===== src/fpg_cfg.svh =====
// Constants for the flash protection and data-flash gate.
// Assumes a 100 MHz system clock; included by every file except the package and the host model.
//
// Summary of operation
// RULE_01 - Self-programming block erase outside the shield window is rejected.
// RULE_02 - Self-programming write outside the window is rejected; inside it is accepted.
// RULE_03 - Serial programming ignores the window for erase and write.
// RULE_04 - Erase prohibition refuses serial erase; serial write and self erase still allowed.
// RULE_05 - Write prohibition refuses serial writes; serial erase and self writes still allowed.
// RULE_06 - Boot cluster prohibition refuses erase and write to 00000H-00FFFH always.
// RULE_07 - All three prohibitions are clear in the shipped state.
// RULE_08 - Each prohibition is set independently from either programming mode.
// RULE_09 - Erase and boot cluster prohibitions are permanent once set.
// RULE_10 - Write prohibition released only serially, other two clear, flash blank.
// RULE_11 - A release after a write-prohibition setting takes effect only after reset.
// RULE_12 - Data flash erase works on whole 1-Kbyte blocks.
// RULE_13 - Data flash is reached only by byte-wide reads and writes.
// RULE_14 - No instruction fetch from data flash; code fetch continues during its rewrite.
// RULE_15 - Data flash access is blocked during self-programmed code rewrite.
// RULE_16 - During data flash rewrite control register writes and stop entry are refused.
// RULE_17 - Control register resets to 00H, data flash stopped.
// RULE_18 - Bit 0 enables data flash; bits 7 to 1 read zero; bit or byte writes.
// RULE_19 - Data flash stays inaccessible for setup time after enable: 5 us or 720 ns.
// RULE_20 - Software clears enable before stopping while setup still runs.
// RULE_21 - After subclock reads, one dummy read then 5 us or 1 us wait.
// RULE_22 - Boot cluster prohibition beats the window; window covers code flash only.
// RULE_23 - A mode input selects serial or self-programming checks.
`ifndef FPG_CFG_SVH
`define FPG_CFG_SVH
`define FPG_CTL_ADDR 20'hF0090
`define FPG_CTL_RESET 8'h00
`define FPG_EN_BIT 0
`define FPG_BOOT0_LAST 20'h00FFF
`define FPG_DF_BLOCK_SHIFT 10
`define FPG_CLK_MHZ 100
`define FPG_SETUP_HS_NS 5000
`define FPG_SETUP_LS_NS 720
`define FPG_DUMMY_HS_NS 5000
`define FPG_DUMMY_LS_NS 1000
`define FPG_NS_PER_S 1000
// Least times round up to whole cycles
`define FPG_CYC(ns) (((ns) * `FPG_CLK_MHZ + `FPG_NS_PER_S - 1) / `FPG_NS_PER_S)
`define FPG_CNT_W 10
`endif


===== src/fpg_pkg.sv =====
// Types shared by the flash protection and data-flash gate modules.
// Uses no fpg_cfg.svh constants; its enum encodings are given as literals.
package fpg_pkg;
    typedef enum logic [1:0] {
        FPG_OP_ERASE = 2'b01,
        FPG_OP_WRITE = 2'b10
    } fpg_op_t;
    typedef enum logic [2:0] {
        FPG_GATE_OFF = 3'b001,
        FPG_GATE_WAIT = 3'b010,
        FPG_GATE_READY = 3'b100
    } fpg_gate_t;
endpackage


===== src/fpg_tmr_if.sv =====
// Carrier between the gate and its setup timer.
// Assumes one clock domain shared by both ends.
`include "fpg_cfg.svh"
`timescale 1ns/1ns
`default_nettype none
interface fpg_tmr_if;
    logic start;
    logic [`FPG_CNT_W-1:0] load;
    logic abort;
    logic done;
    modport ctl (output start, output load, output abort, input done);
    modport tmr (input start, input load, input abort, output done);
endinterface
`default_nettype wire


===== src/fpg_timer.sv =====
// Down counter timing setup and post-switch waits.
// Assumes loads of at least one cycle from the controlling module.
`include "fpg_cfg.svh"
`timescale 1ns/1ns
`default_nettype none
module fpg_timer (
    input wire logic clk, // System clock
    input wire logic reset, // Synchronous reset, high
    fpg_tmr_if.tmr tmr // Start, load and done
);
    typedef struct packed {
        logic [`FPG_CNT_W-1:0] count;
        logic busy;
    } fpg_tmr_state_t;
    fpg_tmr_state_t st_r;
    fpg_tmr_state_t st_nxt;

    always_comb begin
        st_nxt = st_r;
        if (tmr.abort) begin
            st_nxt.busy = 1'b0;
            st_nxt.count = '0;
        end else if (tmr.start) begin
            st_nxt.busy = 1'b1;
            st_nxt.count = tmr.load;
        end else if (st_r.busy) begin
            if (st_r.count <= `FPG_CNT_W'(1)) begin
                st_nxt.busy = 1'b0;
            end
            st_nxt.count = st_r.count - `FPG_CNT_W'(1);
        end
    end

    always_ff @(posedge clk) begin
        if (reset) begin
            st_r <= '0;
        end else begin
            st_r <= st_nxt;
        end
    end

    assign tmr.done = st_r.busy && (st_r.count <= `FPG_CNT_W'(1)) && !tmr.start && !tmr.abort;
endmodule // fpg_timer
`default_nettype wire


===== src/fpg_gate.sv =====
// Flash protection checker, security flags and data-flash access gate.
// Assumes the flash sequencer reports blank status and rewrite activity,
// and that the CPU bus presents one request per cycle.
`include "fpg_cfg.svh"
`timescale 1ns/1ns
`default_nettype none
module fpg_gate
    import fpg_pkg::*;
#(
    parameter int ADDR_W = 20,
    parameter int BLOCK_W = 8,
    parameter int BLOCK_SHIFT = 10
) (
    input wire logic clk, // System clock
    input wire logic reset, // Synchronous reset, high
    input wire logic serialMode, // 1 serial programming, 0 self-programming
    input wire logic cmdValid, // Code flash command strobe
    input wire fpg_op_t cmdOp, // Erase or write
    input wire logic [ADDR_W-1:0] cmdAddr, // Target byte address
    input wire logic [BLOCK_W-1:0] windowStart, // Shield window first block
    input wire logic [BLOCK_W-1:0] windowEnd, // Shield window last block
    output logic cmdAccept, // Command allowed
    output logic cmdReject, // Command refused
    input wire logic secSetValid, // Security set command strobe
    input wire logic [2:0] secSetMask, // Bit0 erase, bit1 write, bit2 boot
    input wire logic secRelValid, // Write-prohibition release strobe
    input wire logic codeBlank, // Code flash area blank
    input wire logic dataBlank, // Data flash area blank
    output logic [2:0] secFlags, // Active prohibitions
    output logic secRelPending, // Release waits for reset
    input wire logic codeRewriteBusy, // Self-programmed code rewrite running
    input wire logic dataRewriteBusy, // Data flash rewrite running
    input wire logic highSpeedMainMode, // 1 high-speed main, 0 low-speed main
    input wire logic cpuClockSourceSelect, // 1 subsystem clock
    input wire logic regWrite, // Register write strobe
    input wire logic regRead, // Register read strobe
    input wire logic regBitOp, // Single bit manipulation
    input wire logic [2:0] regBitSel, // Bit index for bit op
    input wire logic [ADDR_W-1:0] regAddr, // Register address
    input wire logic [7:0] regWdata, // Write data
    output logic [7:0] regRdata, // Read data
    input wire logic dfReq, // Data flash access request
    input wire logic dfFetch, // Request is an instruction fetch
    input wire logic [1:0] dfSize, // Transfer size, 0 means byte
    input wire logic [ADDR_W-1:0] dfAddr, // Data flash byte address
    input wire logic dfEraseReq, // Data flash erase request
    output logic dfGrant, // Access passed to array
    output logic dfDeny, // Access refused
    output logic dfReadUndefined, // Granted read returns undefined data
    output logic [ADDR_W-1:0] dfEraseBase, // Erase block base address
    output logic dfEraseGo, // Erase passed to array
    input wire logic stopReq, // Stop instruction request
    output logic stopAccept, // Stop mode may be entered
    output logic codeFetchAllowed // Code fetch may proceed
);
    localparam int SEC_ERASE = 0;
    localparam int SEC_WRITE = 1;
    localparam int SEC_BOOT = 2;

    if (BLOCK_SHIFT + BLOCK_W < ADDR_W - 8 || BLOCK_SHIFT >= ADDR_W) begin : g_bad_geom
        $error("fpg_gate: block geometry does not fit the address width");
    end

    typedef struct packed {
        logic [2:0] sec;
        logic relArmed;
        logic enable;
        fpg_gate_t gate;
        logic subRead;
        logic dummyDue;
        logic accept;
        logic reject;
        logic grant;
        logic deny;
        logic undef;
        logic eraseGo;
        logic [ADDR_W-1:0] eraseBase;
        logic [7:0] rdata;
    } fpg_state_t;
    // Shipped state: flags start clear at time zero; erase and boot kept across reset, write kept unless a release is armed
    fpg_state_t st_r = '0; // see RULE_07
    fpg_state_t st_nxt;

    fpg_tmr_if tmrBus();

    fpg_timer u_timer (
        .clk(clk),
        .reset(reset),
        .tmr(tmrBus.tmr)
    );

    function automatic logic inBoot(input logic [ADDR_W-1:0] a);
        return a <= ADDR_W'(`FPG_BOOT0_LAST);
    endfunction

    function automatic logic [BLOCK_W-1:0] blockOf(input logic [ADDR_W-1:0] a);
        return BLOCK_W'(a >> BLOCK_SHIFT);
    endfunction

    ////////////////////////////////////////////////////////////////////////////////
    // Code flash command check

    logic cmdOk;
    logic inWin;
    logic ctlHit;
    logic [7:0] wval;
    always_comb begin
        inWin = (blockOf(cmdAddr) >= windowStart) && (blockOf(cmdAddr) <= windowEnd);
        cmdOk = 1'b1;
        if (!serialMode && !inWin) begin
            cmdOk = 1'b0; // see RULE_01 see RULE_02 see RULE_03 see RULE_23
        end
        if (serialMode && cmdOp == FPG_OP_ERASE && st_r.sec[SEC_ERASE]) begin
            cmdOk = 1'b0; // see RULE_04
        end
        if (serialMode && cmdOp == FPG_OP_WRITE && st_r.sec[SEC_WRITE]) begin
            cmdOk = 1'b0; // see RULE_05
        end
        // Boot cluster guard checked last so it overrides the window
        if (st_r.sec[SEC_BOOT] && inBoot(cmdAddr)) begin
            cmdOk = 1'b0; // see RULE_06 see RULE_22
        end
        ctlHit = regWrite && (regAddr == ADDR_W'(`FPG_CTL_ADDR));
        wval = {7'h00, st_r.enable};
        if (regBitOp) begin
            wval[regBitSel] = regWdata[0];
        end else begin
            wval = regWdata;
        end
    end

    ////////////////////////////////////////////////////////////////////////////////
    // Next state

    logic dfBlocked;
    logic [`FPG_CNT_W-1:0] setupCyc;
    logic [`FPG_CNT_W-1:0] dummyCyc;
    always_comb begin
        setupCyc = highSpeedMainMode ? `FPG_CNT_W'(`FPG_CYC(`FPG_SETUP_HS_NS))
                                     : `FPG_CNT_W'(`FPG_CYC(`FPG_SETUP_LS_NS));
        dummyCyc = highSpeedMainMode ? `FPG_CNT_W'(`FPG_CYC(`FPG_DUMMY_HS_NS))
                                     : `FPG_CNT_W'(`FPG_CYC(`FPG_DUMMY_LS_NS));
        st_nxt = st_r;
        st_nxt.accept = 1'b0;
        st_nxt.reject = 1'b0;
        st_nxt.grant = 1'b0;
        st_nxt.deny = 1'b0;
        st_nxt.undef = 1'b0;
        st_nxt.eraseGo = 1'b0;
        tmrBus.start = 1'b0;
        tmrBus.load = setupCyc;
        tmrBus.abort = 1'b0;

        if (cmdValid) begin
            st_nxt.accept = cmdOk;
            st_nxt.reject = !cmdOk;
        end

        // Flags only ever set here; no path clears erase or boot
        if (secSetValid) begin
            st_nxt.sec = st_r.sec | secSetMask; // see RULE_08 see RULE_09
            if (secSetMask[SEC_WRITE]) begin
                st_nxt.relArmed = 1'b0;
            end
        end else if (secRelValid && serialMode && !st_r.sec[SEC_ERASE]
                     && !st_r.sec[SEC_BOOT] && codeBlank && dataBlank) begin
            // Release armed now, applied at the next reset
            st_nxt.relArmed = st_r.sec[SEC_WRITE]; // see RULE_10 see RULE_11
        end

        // Control register; frozen while the data flash is rewritten
        if (ctlHit && !dataRewriteBusy) begin // see RULE_16
            st_nxt.enable = wval[`FPG_EN_BIT]; // see RULE_18
        end
        if (regRead) begin
            st_nxt.rdata = (regAddr == ADDR_W'(`FPG_CTL_ADDR))
                         ? {7'h00, st_r.enable} : 8'h00; // see RULE_18
        end

        case (st_r.gate)
            FPG_GATE_OFF: begin
                if (st_nxt.enable) begin
                    st_nxt.gate = FPG_GATE_WAIT;
                    tmrBus.start = 1'b1; // see RULE_19
                end
            end
            FPG_GATE_WAIT: begin
                if (!st_nxt.enable) begin
                    st_nxt.gate = FPG_GATE_OFF;
                    tmrBus.abort = 1'b1; // see RULE_20
                end else if (tmrBus.done) begin
                    st_nxt.gate = FPG_GATE_READY;
                end
            end
            FPG_GATE_READY: begin
                if (!st_nxt.enable) begin
                    st_nxt.gate = FPG_GATE_OFF;
                end
            end
            default: begin
                st_nxt.gate = FPG_GATE_OFF;
            end
        endcase

        dfBlocked = st_r.gate != FPG_GATE_READY || codeRewriteBusy; // see RULE_15
        if (dfReq) begin
            if (dfBlocked || dfFetch || dfSize != 2'b00) begin
                st_nxt.deny = 1'b1; // see RULE_13 see RULE_14
            end else if (st_r.dummyDue) begin
                // First read after the clock switch is a throwaway
                st_nxt.grant = 1'b1; // see RULE_21
                st_nxt.undef = 1'b1;
                st_nxt.dummyDue = 1'b0;
                st_nxt.gate = FPG_GATE_WAIT;
                tmrBus.start = 1'b1;
                tmrBus.load = dummyCyc;
            end else begin
                st_nxt.grant = 1'b1;
                if (cpuClockSourceSelect) begin
                    st_nxt.subRead = 1'b1;
                end
            end
        end
        if (st_r.subRead && !cpuClockSourceSelect) begin
            st_nxt.subRead = 1'b0;
            st_nxt.dummyDue = 1'b1;
        end

        if (dfEraseReq && !dfBlocked) begin
            st_nxt.eraseGo = 1'b1;
            st_nxt.eraseBase = (dfAddr >> `FPG_DF_BLOCK_SHIFT) << `FPG_DF_BLOCK_SHIFT; // see RULE_12
        end
    end

    ////////////////////////////////////////////////////////////////////////////////
    // Registers

    always_ff @(posedge clk) begin
        if (reset) begin
            // Armed write release takes effect here
            st_r.sec[SEC_WRITE] <= st_r.sec[SEC_WRITE] & ~st_r.relArmed; // see RULE_11
            st_r.sec[SEC_ERASE] <= st_r.sec[SEC_ERASE];
            st_r.sec[SEC_BOOT] <= st_r.sec[SEC_BOOT];
            st_r.relArmed <= 1'b0;
            st_r.enable <= 1'(`FPG_CTL_RESET); // see RULE_17
            st_r.gate <= FPG_GATE_OFF;
            st_r.subRead <= 1'b0;
            st_r.dummyDue <= 1'b0;
            st_r.accept <= 1'b0;
            st_r.reject <= 1'b0;
            st_r.grant <= 1'b0;
            st_r.deny <= 1'b0;
            st_r.undef <= 1'b0;
            st_r.eraseGo <= 1'b0;
            st_r.eraseBase <= '0;
            st_r.rdata <= `FPG_CTL_RESET;
        end else begin
            st_r <= st_nxt;
        end
    end

    assign cmdAccept = st_r.accept;
    assign cmdReject = st_r.reject;
    assign secFlags = st_r.sec;
    assign secRelPending = st_r.relArmed;
    assign regRdata = st_r.rdata;
    assign dfGrant = st_r.grant;
    assign dfDeny = st_r.deny;
    assign dfReadUndefined = st_r.undef;
    assign dfEraseBase = st_r.eraseBase;
    assign dfEraseGo = st_r.eraseGo;
    assign stopAccept = stopReq && !dataRewriteBusy && st_r.gate != FPG_GATE_WAIT; // see RULE_16
    assign codeFetchAllowed = !codeRewriteBusy || serialMode; // see RULE_14
endmodule // fpg_gate
`default_nettype wire


===== config.mk =====
export PLATFORM = sky130hd
export DESIGN_NAME = fpg_gate
export DESIGN_NICKNAME = d
export VERILOG_FILES = /design/src/fpg_pkg.sv /design/src/fpg_tmr_if.sv /design/src/fpg_timer.sv /design/src/fpg_gate.sv
export VERILOG_INCLUDE_DIRS = /design/src
export SDC_FILE = /design/constraint.sdc
export NUM_CORES = 1
export LEC_CHECK = 0
export CORE_MARGIN = 1.5
export CORE_UTILIZATION = 45
export CTS_CLUSTER_SIZE = 8
export DETAILED_ROUTE_END_ITERATION = 10
export DONT_BUFFER_PORTS = 1
export GPL_TIMING_DRIVEN = 0
export SYNTH_ARGS = -nofsm -noshare
export SYNTH_HDL_FRONTEND = slang
export SYNTH_SLANG_ARGS = --single-unit

===== constraint.sdc =====
create_clock -name clk -period 3.08 [get_ports clk]
set_input_delay 0.308 -clock clk [delete_from_list [all_inputs] [get_ports clk]]
set_output_delay 0.308 -clock clk [all_outputs]
set_load 0.05 [all_outputs]

==> flow_summary.ini <==
[grt]
grt_pass1_wl_um = 7730
globalRouteTotalUtil = 0.163
grt-ovfl-total = 0
via_count_of_the_first_global_routing_pass = 1691
antenna_found_initial = 0
largest_net_degree_at_the_start_of_global_routing = 13

[floorplanning]
design.core.area_sq_um = 5170
floorplan.die_area_sq_um = 5900
initial_utilization = 0.474
die_h_um = 76.8
fp.dieW_um = 76.8
num_io_pins = 153
std_cell_rows = 26

[sta]
finalSetupViolCount = 0
achievable_frequency_mhz = 525
finalCriticalPeriod_ps = 1900
fin_crit_sh = 0.618
worst_pin_slew_ps = 821
maxSlewViolCount = 0
layout_skew_ps = 6.57
timing.slew.headroom = 0.451
fin_setup_tns_ps = 0
hold_violation_total_from_the_final_report = 0
rsz0062_at_grt = no

[synth]
post_synthesis_share_of_cell_area_spent_on_xor_and_xnor_gates = 0.0286
post_synth_instance_area_sq_um = 2450
synth_fa_ha_area_frac = 0.0919
synth_cell_types = 56
compound_gate_fraction_of_synth_area = 0.120
synth-seq-cells = 38
synth-main-ff-cell = sky130_fd_sc_hd__dfxtp_1
synth_enable_flop_cells = 3
synth_top_family_by_area = simple AND/OR/NAND/NOR gates
syn_area_per_cell_sq_um = 9.01
ys_seq_area_frac = 0.323
async_reset_ff_frac = 0
synth_simple_gate_area_frac = 0.247
yosys_warnings = 0
synth.area.mux_share = 0.0510
syn_inst = 272

[cells_and_area]
area.growth.synth_to_final_pct = 9.70
post_route_cells_drive_above_1_share = 0.220
most-common-layout-cells = sky130_fd_sc_hd__nor2_1 (35), sky130_fd_sc_hd__dfxtp_1 (35), sky130_fd_sc_hd__buf_4 (31)
fill_cells = 496
finish.instance_area_sq_um = 2690
final_core_utilization = 0.520
design.final.nets = 426
num_antenna_cells = 0

[worst_setup_path]
crit_required_ps = 3280
start_kind = primary input
cp.arrival_ps = 2100
critical_path_peak_fanout = 10
crit_path_end_kind = flip-flop
setup.worst_path.class = in2reg

[clocking]
h-tree-depth = 2
cts_setup_buffers = 0
clock_sinks = 38
clkLatencyLatePin_ps = 290
cts_root_buf = sky130_fd_sc_hd__clkbuf_8
cts_resized = 0
cts-root-to-sink-buffers = 2
cts_tree = yes
post_cts_hold_buffer_count = 0
clock_pin_slew_reported_for_the_worst_setup_and_hold_paths_after_clock_tree_synthesis_ps = 80
tritoncts.num_buffers = 5

[routing]
via_count = 1796
detail_route.iter0.violations = 27
drt_pass1_iterations = 4
ant_nets = 0
totalWireLength_um = 4730
avgRoutedWirePerCell_um = 12.9
drt-vias-per-instance = 4.91
drc = 0

[pwr]
intPower_uw = 710
worst_ir_drop_vdd_mv = 0.335
p_sw_uw = 285
power.leakage_nw = 1.25
clock_power_share = 0.333
proportion_of_power_drawn_by_combinational_gates = 0.150
part_of_the_total_power_dissipated_in_sequential_elements = 0.517
p_per_area_nw_per_um2 = 370
sw_frac_of_total = 0.286

[placed_design]
hpwlAfterDp_um = 3970
gp_congestion = 0.798
placement.io_buffers = 0
detailed_place.area_sq_um = 2600

[worst_hold_path]
hold_class = in2reg

[job]
cap_viol_max_count = 0

[run_status]
run_status = completed
[cells in the mapped netlist (5+ instances only)]
cell type | number | area (sq um)
sky130_fd_sc_hd__dfxtp_1 | 35 | 701
sky130_fd_sc_hd__xnor2_1 | 5 | 43.8
sky130_fd_sc_hd__mux2i_1 | 11 | 110
sky130_fd_sc_hd__nor3b_1 | 6 | 45.0
sky130_fd_sc_hd__nand2_1 | 10 | 37.5
sky130_fd_sc_hd__nor2_1 | 35 | 131
sky130_fd_sc_hd__nand2b_1 | 5 | 31.3
sky130_fd_sc_hd__a21oi_1 | 13 | 65.1
sky130_fd_sc_hd__buf_4 | 31 | 233
sky130_fd_sc_hd__nor3_1 | 5 | 25.0
sky130_fd_sc_hd__o21ai_0 | 5 | 25.0
sky130_fd_sc_hd__inv_1 | 19 | 71.3
sky130_fd_sc_hd__ha_1 | 18 | 225
sky130_fd_sc_hd__a21o_1 | 5 | 37.5
[sequential cells by signal (all words and copies together) (netlist names)]
signal,cells
secRelPending,1
dfEraseBase,10
cmdAccept,1
dfEraseGo,1
st_r,6
regRdata,1
cmdReject,1
dfDeny,1
dfReadUndefined,1
dfGrant,1
u_timer.st_r,11
secFlags,3
[through the flow]
step / hold WS [ps] / instances / worst slack (ps) / total power, mW
detailed placement: 462 / 358 / 841 / 0.676
floorplan: 450 / 288 / 1110 / 0.661
finish: 161 / 366 / 1180 / 0.995
CTS: 155 / 366 / 1130 / 1.01
global placement: 457 / 358 / 883 / 0.675
global route: 154 / 366 / 962 / 1.04
[metal layers]
metal,up-vias,global-route usage,wire [um]
met5,-,0,0
met4,0,0.0389,32
met3,4,0.0536,376
met2,74,0.270,2230
met1,783,0.203,2090
li1,935,-,-
[power by group through the flow]
stage	Sequential, mW	Combinational, mW	Clock [mW]
2_1_floorplan	0.525	0.136	0
3_3_place_gp	0.526	0.149	0
3_5_place_dp	0.526	0.150	0
4_1_cts	0.514	0.150	0.349
5_1_grt	0.515	0.163	0.367
6_report	0.514	0.149	0.331
[path summary, 6_finish.rpt]
path	from	endpoint	slack [ps]	cells past startpoint
setup / recovery	regAddr[9]	u_timer.st_r[3]	1180	8
hold reg to reg	st_r[35]	st_r[35]	490	2
setup reg to reg	st_r[38]	u_timer.st_r[5]	1260	8
hold / removal	dfAddr[15]	dfEraseBase[15]	160	2
[worst max-delay path, cell delays in order]
cell,delay [ps]
sky130_fd_sc_hd__nor4bb_1,300
sky130_fd_sc_hd__nand4_1,200
sky130_fd_sc_hd__nor2_2,220
sky130_fd_sc_hd__mux2_4,350
sky130_fd_sc_hd__a21oi_2,240
sky130_fd_sc_hd__buf_6,190
sky130_fd_sc_hd__a21oi_2,60
sky130_fd_sc_hd__nor4_2,240
[cells by family (layout without fill, tap and decap cells)]
kind of cell | Yosys count | after routing
compound gates | 40 | 40
xor+xnor | 8 | 8
fa+ha+maj | 18 | 18
buf+inv | 56 | 64
flops | 38 | 38
mux | 12 | 12
other cells | 1 | 17
simple gates | 99 | 99
[layout make-up]
cell class                      instances  area (sq um)  share of cell area
Multi-Input combinational cell        194          1390               0.517
Clock inverter                          3          16.3             0.00605
Inverter                               19          71.3              0.0265
Buffer                                 37           264              0.0982
Sequential cell                        38           791               0.294
Clock buffer                            5          68.8              0.0256
Tap cell                               70          87.6              0.0326
(Power assumes the default switching activity.)
